$ cat src/scd_pkg.sv
package scd_pkg;

  localparam int          ADDR_W       = 16;
  localparam logic [15:0] CLKDIV1_OFS  = 16'h1044;
  localparam int          CORE_LSB     = 28;
  localparam int          CORE_W       = 4;
  localparam int          BUS_LSB      = 16;
  localparam int          BUS_W        = 3;
  localparam logic [2:0]  BUS_RST      = 3'h1;
  localparam logic [31:0] RSV_MASK     = 32'h0FF8FFFF;
  localparam logic [1:0]  RESP_OKAY    = 2'h0;
  localparam logic [1:0]  RESP_SLVERR  = 2'h2;
  localparam int          CORE_LANE    = 3;
  localparam int          BUS_LANE     = 2;

  typedef struct packed {
    logic [3:0]  core;
    logic [8:0]  rsv_hi;
    logic [2:0]  bus;
    logic [15:0] rsv_lo;
  } scd_clkdiv1_t;

  // boot option to core/system code: 0, 1, 3 or 7 (divide by 1, 2, 4 or 8)
  function automatic logic [3:0] scd_boot_code(input logic [1:0] opt);
    case (opt)
      2'h0:    scd_boot_code = 4'h0;
      2'h1:    scd_boot_code = 4'h1;
      2'h2:    scd_boot_code = 4'h3;
      default: scd_boot_code = 4'h7;
    endcase
  endfunction : scd_boot_code

  function automatic logic scd_hit(input logic [15:0] addr);
    scd_hit = (addr[15:2] == CLKDIV1_OFS[15:2]);
  endfunction : scd_hit

endpackage : scd_pkg

$ cat src/scd_div.sv
`timescale 1ns/1ns
`default_nettype none
module scd_div #(
  parameter int W = 4
) (
  input  wire logic         aclk,
  input  wire logic         aresetn,
  input  wire logic         ce,
  input  wire logic         tick_in,
  input  wire logic [W-1:0] ratio,
  output logic              tick_out
);

  logic [W-1:0] cnt_r;
  logic [W-1:0] act_r;
  logic         tick_r;
  logic         wrap;

  assign wrap     = tick_in && (cnt_r == act_r);
  assign tick_out = tick_r;

  // new ratio taken only at a period boundary
  always_ff @(posedge aclk) begin
    if (!aresetn) begin
      cnt_r <= '0;
      act_r <= '0;
    end else if (ce && tick_in) begin
      cnt_r <= wrap ? '0 : W'(cnt_r + 1'b1);
      if (wrap) begin
        act_r <= ratio;
      end
    end
  end

  always_ff @(posedge aclk) begin
    if (!aresetn) begin
      tick_r <= 1'b0;
    end else if (ce) begin
      tick_r <= tick_in && (cnt_r == '0);
    end
  end
endmodule : scd_div
`default_nettype wire

$ cat src/scd_top.sv
// Local design decision: register access over AXI4-Lite.
`timescale 1ns/1ns
`default_nettype none
// Operation
// - a register write made while very_low_power_run is high leaves both ratios unchanged.
// - every system reset reloads the register, the core/system field from the boot option.
// - after reset the core/system field holds 0000, 0001, 0011 or 0111 per the two boot bits.
// - the core/system field divides core/system and bus/flash clocks by value plus one, 1 to 16.
// - the bus/flash field further divides the bus/flash clock by value plus one, 1 to 8.
// - after reset the bus/flash field holds 001, divide by two.
// - reserved bits 27 to 19 and 15 to 0 read as zero and cannot be written.
module scd_top
  import scd_pkg::*;
(
  input  wire logic              aclk,
  input  wire logic              aresetn,
  input  wire logic              ce,
  input  wire logic [ADDR_W-1:0] s_axi_awaddr,
  input  wire logic [2:0]        s_axi_awprot,
  input  wire logic              s_axi_awvalid,
  output logic                   s_axi_awready,
  input  wire logic [31:0]       s_axi_wdata,
  input  wire logic [3:0]        s_axi_wstrb,
  input  wire logic              s_axi_wvalid,
  output logic                   s_axi_wready,
  output logic [1:0]             s_axi_bresp,
  output logic                   s_axi_bvalid,
  input  wire logic              s_axi_bready,
  input  wire logic [ADDR_W-1:0] s_axi_araddr,
  input  wire logic [2:0]        s_axi_arprot,
  input  wire logic              s_axi_arvalid,
  output logic                   s_axi_arready,
  output logic [31:0]            s_axi_rdata,
  output logic [1:0]             s_axi_rresp,
  output logic                   s_axi_rvalid,
  input  wire logic              s_axi_rready,
  input  wire logic [1:0]        low_power_boot_option,
  input  wire logic              very_low_power_run,
  output logic                   core_clk_en,
  output logic                   bus_flash_clk_en
);

  logic [ADDR_W-1:0] awaddr_r;
  logic [31:0]       wdata_r;
  logic [3:0]        wstrb_r;
  logic              aw_got_r;
  logic              w_got_r;
  logic              awready_r;
  logic              wready_r;
  logic              bvalid_r;
  logic [1:0]        bresp_r;
  logic              arready_r;
  logic              rvalid_r;
  logic [1:0]        rresp_r;
  logic [31:0]       rdata_r;
  logic [3:0]        core_div_r;
  logic [2:0]        bus_div_r;
  logic              wr_do;
  logic              b_done;
  logic              ar_take;
  logic              core_tick;
  scd_clkdiv1_t      view;

  assign s_axi_awready = awready_r;
  assign s_axi_wready  = wready_r;
  assign s_axi_bvalid  = bvalid_r;
  assign s_axi_bresp   = bresp_r;
  assign s_axi_arready = arready_r;
  assign s_axi_rvalid  = rvalid_r;
  assign s_axi_rresp   = rresp_r;
  assign s_axi_rdata   = rdata_r;

  assign wr_do   = aw_got_r && w_got_r && !bvalid_r;
  assign b_done  = bvalid_r && s_axi_bready;
  assign ar_take = s_axi_arvalid && arready_r;

  // read view, reserved fields forced low
  always_comb begin
    view        = '0;
    view.core   = core_div_r;
    view.bus    = bus_div_r;
  end

  // write address and data, taken in either order
  always_ff @(posedge aclk) begin
    if (!aresetn) begin
      aw_got_r  <= 1'b0;
      awready_r <= 1'b1;
      awaddr_r  <= '0;
    end else if (ce) begin
      if (s_axi_awvalid && awready_r) begin
        aw_got_r  <= 1'b1;
        awready_r <= 1'b0;
        awaddr_r  <= s_axi_awaddr;
      end else if (b_done) begin
        aw_got_r  <= 1'b0;
        awready_r <= 1'b1;
      end
    end
  end

  always_ff @(posedge aclk) begin
    if (!aresetn) begin
      w_got_r  <= 1'b0;
      wready_r <= 1'b1;
      wdata_r  <= '0;
      wstrb_r  <= '0;
    end else if (ce) begin
      if (s_axi_wvalid && wready_r) begin
        w_got_r  <= 1'b1;
        wready_r <= 1'b0;
        wdata_r  <= s_axi_wdata;
        wstrb_r  <= s_axi_wstrb;
      end else if (b_done) begin
        w_got_r  <= 1'b0;
        wready_r <= 1'b1;
      end
    end
  end

  always_ff @(posedge aclk) begin
    if (!aresetn) begin
      bvalid_r <= 1'b0;
      bresp_r  <= RESP_OKAY;
    end else if (ce) begin
      if (wr_do) begin
        bvalid_r <= 1'b1;
        bresp_r  <= scd_hit(awaddr_r) ? RESP_OKAY : RESP_SLVERR;
      end else if (b_done) begin
        bvalid_r <= 1'b0;
      end
    end
  end

  // divider register; core field reset value from boot option, bus field reset to BUS_RST
  always_ff @(posedge aclk) begin
    if (!aresetn) begin
      core_div_r <= scd_boot_code(low_power_boot_option);
      bus_div_r  <= BUS_RST;
    end else if (ce && wr_do && scd_hit(awaddr_r) && !very_low_power_run) begin
      if (wstrb_r[CORE_LANE]) begin
        core_div_r <= wdata_r[CORE_LSB +: CORE_W];
      end
      if (wstrb_r[BUS_LANE]) begin
        bus_div_r <= wdata_r[BUS_LSB +: BUS_W];
      end
    end
  end

  // read channel
  always_ff @(posedge aclk) begin
    if (!aresetn) begin
      arready_r <= 1'b1;
      rvalid_r  <= 1'b0;
      rresp_r   <= RESP_OKAY;
      rdata_r   <= '0;
    end else if (ce) begin
      if (ar_take) begin
        arready_r <= 1'b0;
        rvalid_r  <= 1'b1;
        rresp_r   <= scd_hit(s_axi_araddr) ? RESP_OKAY : RESP_SLVERR;
        rdata_r   <= scd_hit(s_axi_araddr) ? view : '0;
      end else if (rvalid_r && s_axi_rready) begin
        rvalid_r  <= 1'b0;
        arready_r <= 1'b1;
      end
    end
  end

  // core/system enable, then bus/flash on top of it
  scd_div #(.W(CORE_W)) u_core_div (
    .aclk     (aclk),
    .aresetn  (aresetn),
    .ce       (ce),
    .tick_in  (1'b1),
    .ratio    (core_div_r),
    .tick_out (core_tick)
  );

  scd_div #(.W(BUS_W)) u_bus_div (
    .aclk     (aclk),
    .aresetn  (aresetn),
    .ce       (ce),
    .tick_in  (core_tick),
    .ratio    (bus_div_r),
    .tick_out (bus_flash_clk_en)
  );

  assign core_clk_en = core_tick;
endmodule : scd_top
`default_nettype wire

$ cat config.mk
export PLATFORM = sky130hd
export DESIGN_NAME = scd_top
export DESIGN_NICKNAME = d
export VERILOG_FILES = /design/src/scd_pkg.sv /design/src/scd_div.sv /design/src/scd_top.sv
export SDC_FILE = /design/constraint.sdc
export NUM_CORES = 1
export LEC_CHECK = 0
export BUFFER_PORTS_ARGS = -buffer_cell sky130_fd_sc_hd__buf_2
export CAP_MARGIN = 20
export CORE_ASPECT_RATIO = 0.75
export CORE_MARGIN = 1
export CORE_UTILIZATION = 43
export CTS_BUF_LIST = sky130_fd_sc_hd__clkbuf_4 sky130_fd_sc_hd__clkbuf_8 sky130_fd_sc_hd__clkbuf_16
export CTS_CLUSTER_SIZE = 10
export DETAILED_ROUTE_END_ITERATION = 7
export HOLD_SLACK_MARGIN = 0.1
export MAX_ROUTING_LAYER = met4
export PLACE_DENSITY = 0.76
export SETUP_SLACK_MARGIN = 0.15
export SYNTH_ARGS = -nofsm -noshare
export SYNTH_HDL_FRONTEND = slang
export SYNTH_SLANG_ARGS = --single-unit
export TNS_END_PERCENT = 30
$ cat constraint.sdc
create_clock -name aclk -period 1.7 [get_ports aclk]
set_clock_uncertainty 0.15 [all_clocks]
set_input_delay 0.085 -clock aclk [delete_from_list [all_inputs] [get_ports aclk]]
set_output_delay 0.085 -clock aclk [all_outputs]
set_load 0.03 [all_outputs]
==> metrics.md, run 1 <==
| Metric | Value |
|---|---|
| Status | `complete, no violations` |
| Share of layout cells above drive strength 1 | `0.2517` |
| TritonCTS Buffers | `9` |
| Final Setup Violations | `0` |
| # IOs | `128` |
| Die area | `7170 sq um` |
| Port bufs | `63` |
| 1st-iter DRT viols | `115` |
| Final Slew Violations | `0` |
| Overall Power | `3.308 mW` |
| Synth Area in Adders | `0.01704` |
| CP delay by family, top | `simple AND/OR/NAND/NOR gates` |
| Sequential area share after synthesis | `0.4361` |
| Critical Path AT | `1.72 ns` |
| Layout area overhead | `30.32%` |
| Crit path max fanout | `3` |
| Clock Latency Late Sink | `0.34 ns` |
| Die X | `97.45 um` |
| Sequential Power Share | `0.484` |
| Static Leakage | `1.615 nW` |
| Final WL | `6360 um` |
| Worst-path clk slew | `0.06 ns` |
| Share of the synthesized area in the top cell type | `0.3952` |
| Worst IR Drop VDD | `0.4451 mV` |
| Initial antenna violation count | `0` |
| Sw frac | `0.2715` |
| Post-Syn Area per Cell | `8.984 sq um` |
| RePlAce Congestion | `0.7597` |
| Drt first pass iters | `5` |
| Buffers and inverters on the worst path | `0` |
| H-tree Lvls | `3` |
| Combinational power share | `0.172` |
| Setup Total Neg Slack | `0 ns` |
| Synth Warn # | `0` |
| Worst hold path class | `in -> reg` |
| Cell Chain, Critical Path | `nor4b_4, nand4_2, nor4b_4, mux2i_1` |
| Final net count | `522` |
| GRT overflow | `0` |
| Final period utilization | `0.9439` |
| CP Launch Type | `register` |
| Max incr delay on CP | `0.36 ns` |
| CP Capture Type | `register` |
| Primary FF master, synth | `dfxtp_1` |
| Commonest non-fill, non-tap cell in the layout | `nand2_1` |
| Power share of the clock group | `0.344` |
| Synth Register Bits | `62` |
| # DRC | `0` |
| Synth Area in XOR/XNOR | `0.02981` |
| Tot GR Track Use | `0.1913` |
| Vias | `2,434` |
| Most frequent cell on the critical path | `nor4b_4` |
| NetSw | `0.8980 mW` |
| CP max-delay cell | `nor4b_4` |
| Gate Count Post-Synth | `327` |
| Largest net degree at the start of global routing | `31` |
| Die height | `73.58 um` |
| Final instance area | `3829 sq um` |
| CP Class | `reg -> reg` |
| Vias in the first global route | `2,200` |
| Post-synth ARST share | `0` |
| WP data required | `1.82 ns` |
| Post-synthesis mux area share | `0.04472` |
| Max_cap viols | `0` |
| PwrDens | `863.9 nW/um^2` |
| Clock Path Buffers | `2` |
| Global-route wire length before repair | `10,300 um` |
| Synth unique cells | `42` |
| DR vias/cell | `4.699` |
| Pint | `2.410 mW` |
| Total clock sinks | `62` |
| Routed WL per cell | `12.28 um` |
| Final Hold Viols | `0` |
| Post-synth top area cell | `dfxtp_1` |
| Number of flops mapped to enable cells by yosys | `4` |
| Post-synthesis cell area | `2938 sq um` |
| Starting Density | `0.4559` |
| Placed Area | `3219 sq um` |
| Dpl hpwl | `4212 um` |
| Final min period | `1.605 ns` |
| # rows | `25` |
| Main combinational cell family by area after synthesis | `simple AND/OR/NAND/NOR gates` |
| Synth top area cells | `dfxtp_1 (40%), nand2_1 (11%), buf_4 (6.9%)` |
| RSZ-0062 raised after global routing | `yes` |
| Most frequent cells in the layout | `nand2_1 (88), buf_2 (63), dfxtp_1 (52), dlygate4sd3_1 (37), conb_1 (27)` |
| CTS tree | `yes` |
| Fmax | `0.6232 GHz` |
| Clk Tree Root Cell | `clkbuf_8` |
| Simple-Gate Fraction of Synth Area | `0.2483` |
| Post-synthesis compound-gate area fraction | `0.1120` |
| Antenna cell count | `0` |
| Final ANT Viol Nets | `0` |
| Floorplan Core Area | `6444 sq um` |
| Fillers | `555` |
## synthesized netlist by cell type (2+ instances only)
master / n
a21boi_0: 26
a21oi_1: 3
a31oi_1: 3
and2_1: 8
and2b_2: 2
and3_1: 3
buf_2: 3
buf_4: 27
clkbuf_1: 9
dfxtp_1: 58
edfxtp_1: 4
ha_1: 4
inv_1: 4
mux2i_1: 12
nand2_1: 89
nand2b_1: 2
nand3_1: 5
nand4_1: 4
nand4b_1: 2
nor2_1: 6
nor2b_1: 5
nor3b_1: 4
nor4_4: 2
nor4b_1: 2
o21ai_0: 15
xnor2_1: 5
xor2_1: 5
## final timing paths
| check | startpoint | to | slack (ns) | cells after the start |
|---|---|---|---|---|
| worst max-delay path | awaddr_r[11] | bus_div_r[1] | 0.1 | 4 |
| worst min-delay path | ce | s_axi_bvalid | 0.12 | 4 |
| worst max register to register | awaddr_r[11] | bus_div_r[1] | 0.1 | 4 |
| worst min register to register | wdata_r[31] | wdata_r[31] | 0.31 | 2 |
## per-stage QoR
stage | setup slack, ns | hold slack [ns] | std cells | util
6_report | 0.09541 | 0.1177 | 518 | 0.5942
5_1_grt | -0.007591 | 0.1396 | 518 | 0.5942
4_1_cts | 0.08467 | 0.1053 | 515 | 0.5852
3_5_place_dp | 0.04507 | 0.1842 | 463 | 0.4996
3_3_place_gp | 0.06425 | 0.1758 | 463 | 0.4996
2_1_floorplan | 0.1466 | 0.06984 | 353 | -
## sequential cells by signal (all words and copies together), names as in the netlist
register             flops
u_bus_div.act_r          3
s_axi_bvalid             1
s_axi_wready             1
aw_got_r                 1
wdata_r                  7
u_core_div.cnt_r         4
s_axi_rresp              1
u_bus_div.cnt_r          3
u_core_div.tick_out      1
u_core_div.act_r         4
s_axi_bresp              1
core_div_r               4
w_got_r                  1
awaddr_r                14
s_axi_rvalid             1
wstrb_r                  2
s_axi_rdata              7
s_axi_awready            1
s_axi_arready            1
bus_div_r                3
u_bus_div.tick_out       1
## layout make-up
cell class	count	area [sq um]	share of cell area
Clock buffer	13	160.2	0.04183
Clock inverter	2	10.01	0.002614
Inverter	4	15.01	0.003922
Multi-Input combinational cell	245	1466	0.3830
Sequential cell	62	1291	0.3373
Tap cell	81	101.3	0.02647
Timing Repair Buffer	111	784.5	0.2049
## power groups by stage
stage	Clock, mW	Combinational (mW)	Sequential, mW
2_1_floorplan	0	0.364	1.64
3_3_place_gp	0	0.450	1.62
3_5_place_dp	0	0.461	1.63
4_1_cts	1.16	0.528	1.60
5_1_grt	1.23	0.616	1.61
6_report	1.14	0.568	1.60
## tightest hold or removal path: cells and delay by family
| kind | cells | cell delay (ns) |
|---|---|---|
| buf+inv | 2 | 0.28 |
| simple gates | 1 | 0.13 |
| compound gates | 1 | 0.07 |
## logic make-up after synthesis
family | count (synthesis)
DFF | 62
xor gates and xnor gates | 10
and+or+nand+nor | 141
other | 1
muxes | 13
AOI/OAI and AO/OA | 50
adders and majority gates | 4
buffers and inverters | 46
## what timing repair did
item,in CTS,in global routing
hold buffers,37,0
buffers inserted,0,3
hold endpoints to repair,44,0
setup endpoints to repair,7,17
resized for setup,3,12
pin swaps,3,3
gates cloned,0,0
## metal layers
metal | global-route usage | routed length, um
met1 | 0.2194 | 2946
met2 | 0.3170 | 3089
met3 | 0.06375 | 248
met4 | 0.06863 | 75
met5 | - | 0
(Power assumes the default switching activity.)
==> inputs of run 2 (changes only) <==
- SYNTH_HIERARCHICAL: not set -> 1
==> run 2 against run 1 <==
Effect of this change:
- area after synthesis fell by 0.17%
- via count rose by 11%
- combinational power fell by 12%
- largest power group unchanged
- first-iteration DRC count rose by 12%
- critical path type unchanged
- clock-buffer cell count did not move
==> metrics.md, run 2 <==
| Metric | Value |
|---|---|
| Status | `complete, no violations` |
| RePlAce Congestion | `0.7937 (+4.5%)` |
| Post-synth ARST share | `0 (unchanged)` |
| Synth Warn # | `6 (+6)` |
| TritonCTS Buffers | `9 (unchanged)` |
| Synth top area cells | `dfxtp_1 (40%), nand2_1 (10%), buf_4 (7.4%)` |
| Vias in the first global route | `2,709 (+23%)` |
| Post-synthesis cell area | `2933 sq um (-0.17%)` |
| # IOs | `128 (unchanged)` |
| Die X | `97.36 um (about the same)` |
| Max_cap viols | `0 (unchanged)` |
| Layout area overhead | `32.89%` |
| Largest net degree at the start of global routing | `38 (+23%)` |
| Static Leakage | `1.631 nW (+1.0%)` |
| Area of the multi-input gates | `1465 sq um (about the same)` |
| Setup Total Neg Slack | `0 ns (unchanged)` |
| Post-Syn Area per Cell | `8.651 sq um (-3.7%)` |
| Routed WL per cell | `13.69 um (+11%)` |
| Number of flops mapped to enable cells by yosys | `4 (unchanged)` |
| Post-synth top cells | `nand2_1 (79), dfxtp_1 (58), a21oi_1 (31)` |
| CP Class | `reg -> reg` |
| Worst hold path class | `in -> reg` |
| 1st-iter DRT viols | `129 (+12%)` |
| Synth Area in XOR/XNOR | `0.02645 (-0.003362)` |
| Fillers | `558 (+0.54%)` |
| Die area | `7158 sq um (-0.17%)` |
| Post-synth top area cell | `dfxtp_1` |
| Starting Density | `0.4551 (-0.0007767)` |
| Final core occ | `0.6049 (+0.01068)` |
| Clock Path Buffers | `2 (unchanged)` |
| Final ANT Viol Nets | `0 (unchanged)` |
| DR vias/cell | `5.024 (+6.9%)` |
| Top reg by flops | `awaddr_r` |
| Simple-Gate Fraction of Synth Area | `0.2662 (+0.01792)` |
| Gate Count Post-Synth | `339 (+3.7%)` |
| Most frequent cells in the layout | `nand2_1 (79), buf_2 (63), dfxtp_1 (55), dlygate4sd3_1 (44), a21oi_1 (31)` |
| Port bufs | `63 (unchanged)` |
| CP max-delay cell | `dfxtp_4` |
| Primary FF master, synth | `dfxtp_1` |
| Worst-path clk slew | `0.07 ns (about the same)` |
| Final Setup Violations | `0 (unchanged)` |
| Max incr delay on CP | `0.36 ns (about the same)` |
| CP Launch Type | `register` |
| WP data required | `1.83 ns (about the same)` |
| # DRC | `0 (unchanged)` |
| Sequential area share after synthesis | `0.4369 (+0.0007442)` |
| GRT overflow | `0 (unchanged)` |
| Final Hold Viols | `0 (unchanged)` |
| CTS tree | `yes` |
| Crit path max fanout | `3 (unchanged)` |
| Cell Chain, Critical Path | `xor2_1, a211o_1, nor3_4, buf_4, mux2i_1` |
| Tot GR Track Use | `0.2279 (+0.03660)` |
| Register area | `1287 sq um (-0.29%)` |
| Critical Path AT | `1.69 ns (-0.03 ns)` |
| Initial antenna violation count | `0 (unchanged)` |
| Synth Register Bits | `62 (unchanged)` |
| Final net count | `544 (+4.2%)` |
| Largest register FFs | `14 (unchanged)` |
| Transition time at the pin with the least slew margin | `0.5203 ns` |
| Final min period | `1.568 ns (-0.03696 ns)` |
| Post-synthesis compound-gate area fraction | `0.1254 (+0.01342)` |
| Floorplan Core Area | `6444 sq um (unchanged)` |
| RSZ-0062 raised after global routing | `yes` |
| Share of the synthesized area in the top cell type | `0.3959 (+0.0006745)` |
| Max-slew headroom | `0.6519` |
| Total clock sinks | `62 (unchanged)` |
| Final WL | `7392 um (+16%)` |
| Clock Latency Late Sink | `0.34 ns (about the same)` |
| Die height | `73.52 um (about the same)` |
| Synth Area in Adders | `0.01706 (+0.00002907)` |
| Placed Area | `3226 sq um (+0.19%)` |
| Drt first pass iters | `4 (-1)` |
| Final instance area | `3897 sq um (+1.8%)` |
| Most frequent cell after synthesis | `nand2_1` |
| Share of layout cells above drive strength 1 | `0.2353 (-0.01642)` |
| Fmax | `0.6379 GHz (+2.4%)` |
| Antenna cell count | `0 (unchanged)` |
| CP Capture Type | `register` |
| # rows | `25 (unchanged)` |
| Synth unique cells | `48 (+14%)` |
| H-tree Lvls | `3 (unchanged)` |
| Global-route wire length before repair | `12,230 um (+19%)` |
| Final Slew Violations | `0 (unchanged)` |
| Vias | `2,713 (+11%)` |
| Clk Tree Root Cell | `clkbuf_8` |
| Main combinational cell family by area after synthesis | `simple AND/OR/NAND/NOR gates` |
| Commonest non-fill, non-tap cell in the layout | `nand2_1` |
| PwrDens | `831.4 nW/um^2 (-3.8%)` |
| Final period utilization | `0.9221 (-0.02174)` |
| Dpl hpwl | `4762 um (+13%)` |
| Worst IR Drop VDD | `0.4989 mV (+12%)` |
| Post-synthesis mux area share | `0.02432 (-0.02040)` |
## run 2: cell types whose count changed after synthesis, sizes merged, moves of 6 or more
cell     previous run  this run
a21oi               3        31
a21boi             27         1
nor2                6        19
nand2              89        79
nand3               5        14
a2bb2oi             0         7
buf                30        37
clkbuf             10         3
mux2i              12         6
## run 2: cell families after synthesis
kind of cell / Yosys count
buf+inv: 48
simple gates: 146
mux: 7
flops: 62
fa+ha+maj: 4
other cells: 2
xor+xnor: 8
compound gates: 62
## run 2: critical path: cells and delay by family, from the launching register on
kind            cells  cell delay, ns
compound gates      1            0.32
mux                 1            0.16
xor+xnor            1            0.15
flops               1            0.36
buf+inv             1            0.16
simple gates        1            0.21
## run 2: final timing paths
kind / slack (ns) / end / from / cells after the start
hold reg to reg: 0.30 / wstrb_r[3] / wstrb_r[3] / 2
hold / removal: 0.12 / s_axi_arready / ce / 3
setup / recovery: 0.13 / u_core_div/act_r[1] / u_core_div/cnt_r[0] / 5
setup reg to reg: 0.13 / u_core_div/act_r[1] / u_core_div/cnt_r[0] / 5
## run 2: routing by layer
| layer | GRT usage | part of all wire |
|---|---|---|
| met5 | - | 0 |
| met4 | 0.07843 | 0.0078 |
| met3 | 0.07517 | 0.054 |
| met2 | 0.3893 | 0.51 |
| met1 | 0.2541 | 0.43 |
## run 2: area by class of cell
cell class                      count  share of cell area
Clock buffer                       13             0.04270
Clock inverter                      2            0.002568
Inverter                            8            0.008347
Multi-Input combinational cell    257              0.3759
Sequential cell                    62              0.3303
Tap cell                           81             0.02600
Timing Repair Buffer              117              0.2141
## run 2: power breakdown
group | switching (mW) | internal [mW] | leakage [nW] | total, mW
combinational | 0.289 | 0.208 | 1.02 | 0.498
clock | 0.543 | 0.629 | 0.0961 | 1.17
sequential | 0.0452 | 1.53 | 0.514 | 1.57
## run 2: timing repair
action / in CTS / in global routing
hold endpoints to repair: 54 / 0
setup endpoints to repair: 10 / 49
pin swaps: 2 / 6
hold buffers: 44 / 0
setup buffers: 2 / 3
resized for setup: 0 / 9
## run 2: through the flow
step	setup slack (ns)	instances	hold WS [ns]	power [mW]
5_1_grt	0.04970	540	0.1375	3.392
3_5_place_dp	0.08739	476	0.1821	1.989
2_1_floorplan	0.1526	367	0.07096	1.916
4_1_cts	0.1046	537	0.1071	3.250
6_report	0.1324	540	0.1239	3.240
3_3_place_gp	0.1332	476	0.1757	1.977
==> inputs of run 3 (changes only) <==
- CELL_PAD_IN_SITES_DETAIL_PLACEMENT: not set -> 1
- CELL_PAD_IN_SITES_GLOBAL_PLACEMENT: not set -> 1
- CORE_UTILIZATION: 43 -> 30
- PLACE_DENSITY: 0.76 -> not set
- PLACE_DENSITY_LB_ADDON: not set -> 0.1
==> run 3 against run 2 <==
Effect of this change:
- total power increased by 17%
- critical endpoint is now u_core_div/act_r[2]
- clock power increased by 49%
- core utilization decreased by 17 points
- critical path type unchanged
- cell area increased by 3.6%
==> metrics.md, run 3 (synthesis results as in run 2) <==
| Metric | Value |
|---|---|
| Drt first pass iters | `4 (unchanged)` |
| Clock Latency Late Sink | `0.32 ns (-0.02 ns)` |
| Share of layout cells above drive strength 1 | `0.2407 (+0.005406)` |
| GRT overflow | `0 (unchanged)` |
| Fillers | `1,149 (+110%)` |
| Dpl hpwl | `5558 um (+17%)` |
| End of the critical path | `u_core_div/act_r[2]` |
| Final net count | `542 (-0.37%)` |
| Crit path max fanout | `4 (+1)` |
| Initial antenna violation count | `0 (unchanged)` |
| # IOs | `128 (unchanged)` |
| Max_cap viols | `0 (unchanged)` |
| Sequential Power Share | `0.413 (-0.072)` |
| Port bufs | `63 (unchanged)` |
| Reg-to-reg endpoint | `u_core_div/act_r[2]` |
| Static Leakage | `1.678 nW (+2.8%)` |
| Final ANT Viol Nets | `0 (unchanged)` |
| H-tree Lvls | `3 (unchanged)` |
| Die X | `116.2 um (+19%)` |
| Minimum hold slack | `0.1257 ns (+0.001721 ns)` |
| Cell Chain, Critical Path | `xor2_1, a211o_1, nor3_4, buf_6, mux2i_1` |
| Starting Density | `0.3163 (-0.1388)` |
| Die area | `10,180 sq um (+42%)` |
| Antenna cell count | `0 (unchanged)` |
| Fmax | `0.6425 GHz (+0.73%)` |
| FF-to-FF setup slack | `0.14 ns (about the same)` |
| Setup crit start | `u_core_div/act_r[3]` |
| RePlAce Congestion | `0.7556 (-4.8%)` |
| Vias in the first global route | `2,622 (-3.2%)` |
| Combinational power share | `0.129 (-0.025)` |
| Tot GR Track Use | `0.1737 (-0.05429)` |
| # DRC | `0 (unchanged)` |
| Max incr delay on CP | `0.32 ns (-0.04 ns)` |
| Top reg by flops | `awaddr_r` |
| Commonest non-fill, non-tap cell in the layout | `nand2_1` |
| Final Slew Violations | `0 (unchanged)` |
| Routed WL per cell | `13.34 um (-2.6%)` |
| Power share of the clock group | `0.457 (+0.095)` |
| Final WL | `7803 um (+5.6%)` |
| Placed Area | `3349 sq um (+3.8%)` |
| R2R cell count | `5 (unchanged)` |
| Critical path depth | `5 (unchanged)` |
| CP delay by family, top | `flip-flops` |
| Global-route wire length before repair | `12,770 um (+4.4%)` |
| Worst r2r src | `u_core_div/act_r[3]` |
| Worst-path clk slew | `0.05 ns (-0.02 ns)` |
| Clk Tree Root Cell | `clkbuf_16` |
| Status | `complete, no violations` |
| Vias | `2,662 (-1.9%)` |
| Floorplan Core Area | `9271 sq um (+44%)` |
| Clock Path Buffers | `2 (unchanged)` |
| Buffers and inverters on the worst path | `1 (unchanged)` |
| CP max-delay cell | `dfxtp_2` |
| Worst IR Drop VDD | `0.3809 mV (-24%)` |
| Sw frac | `0.2479 (-0.02294)` |
| Critical Path AT | `1.66 ns (-0.03 ns)` |
| PwrDens | `940.9 nW/um^2 (+13%)` |
| 1st-iter DRT viols | `89 (-31%)` |
| Final period utilization | `0.9155 (-0.006661)` |
| TritonCTS Buffers | `9 (unchanged)` |
| RSZ-0062 raised after global routing | `yes` |
| CP Class | `reg -> reg` |
| CTS tree | `yes` |
| Final core occ | `0.4356 (-0.1692)` |
| Most frequent cells in the layout | `nand2_1 (79), buf_2 (63), dfxtp_1 (55), dlygate4sd3_1 (38), a21oi_1 (31)` |
| Final Hold Viols | `0 (unchanged)` |
| # rows | `30 (+20%)` |
| Die height | `87.63 um (+19%)` |
| Overall Power | `3.800 mW (+17%)` |
| Largest net degree at the start of global routing | `25 (-34%)` |
| CP Capture Type | `register` |
| Final Setup Violations | `0 (unchanged)` |
| Final instance area | `4039 sq um (+3.6%)` |
| Total clock sinks | `62 (unchanged)` |
| Worst min-delay path startpoint | `s_axi_araddr[5]` |
| NetSw | `0.9421 mW (+7.3%)` |
| DR vias/cell | `4.550 (-9.4%)` |
| Pint | `2.858 mW (+21%)` |
| Largest register FFs | `14 (unchanged)` |
| CP Launch Type | `register` |
| Setup Total Neg Slack | `0 ns (unchanged)` |
| Final min period | `1.556 ns (-0.01132 ns)` |
| Worst hold path class | `in -> reg` |
| WP data required | `1.80 ns (-0.03 ns)` |
| Layout area overhead | `37.71%` |
run 3: cell types whose count changed in the layout (fill, tap and decap cells not counted), moves of 3 or more:
cell	previous run	this run
clkbuf_16	0	9
clkbuf_8	11	3
dlygate4sd3_1	44	38
buf_4	9	12
run 3: how the worst min path moves through the flow:
stage	end	slack (ns)	depth (start not counted)
floorplan	wdata_r[31]	0.07	2
CTS	s_axi_rresp[1]	0.10	5
detailed placement	awaddr_r[15]	0.18	3
global placement	awaddr_r[2]	0.18	3
finish	s_axi_rresp[1]	0.13	5
global route	u_core_div/tick_out	0.18	4
run 3: area by class of cell:
| cell class | instances | area (sq um) | share of cell area |
|---|---|---|---|
| flip-flops and latches | 62 | 1285 | 0.3182 |
| clock buffers | 14 | 281.5 | 0.06970 |
| inverters | 8 | 30.03 | 0.007435 |
| repair buffers | 115 | 817.0 | 0.2023 |
| multi-input cells | 257 | 1460 | 0.3615 |
| well taps | 128 | 160.2 | 0.03965 |
| clock inverters | 1 | 5.005 | 0.001239 |
run 3: worst register-to-register path: cells and delay by family, from the launching register on:
kind	cells	cell delay, ns
DFF	1	0.32
buffers and inverters	1	0.15
and+or+nand+nor	1	0.21
muxes	1	0.18
xor gates and xnor gates	1	0.15
AOI/OAI and AO/OA	1	0.32
run 3: layer usage:
layer / track usage / routed length (um)
met2: 0.2581 / 3303
met4: 0.05594 / 102
met5: - / 0
met1: 0.2252 / 4005
met3: 0.05121 / 390
run 3: per-stage QoR:
step / cells / worst slack, ns
2_1_floorplan: 367 / 0.1526
3_3_place_gp: 530 / 0.1103
3_5_place_dp: 530 / 0.04350
4_1_cts: 585 / 0.1028
5_1_grt: 585 / 0.04051
6_report: 585 / 0.1437
run 3: power by group through the flow:
stage          Sequential, mW  Clock, mW  Combinational [mW]
2_1_floorplan            1.61          0               0.302
3_3_place_gp             1.60          0               0.410
3_5_place_dp             1.60          0               0.417
4_1_cts                  1.57       1.80               0.493
5_1_grt                  1.58       1.86               0.543
6_report                 1.57       1.74               0.491
run 3: repair_timing:
item / in CTS / in global routing
setup endpoints to repair: 10 / 19
setup buffers: 2 / 0
hold buffers: 38 / 0
pin swaps: 4 / 3
resized for setup: 1 / 3
hold endpoints to repair: 47 / 0
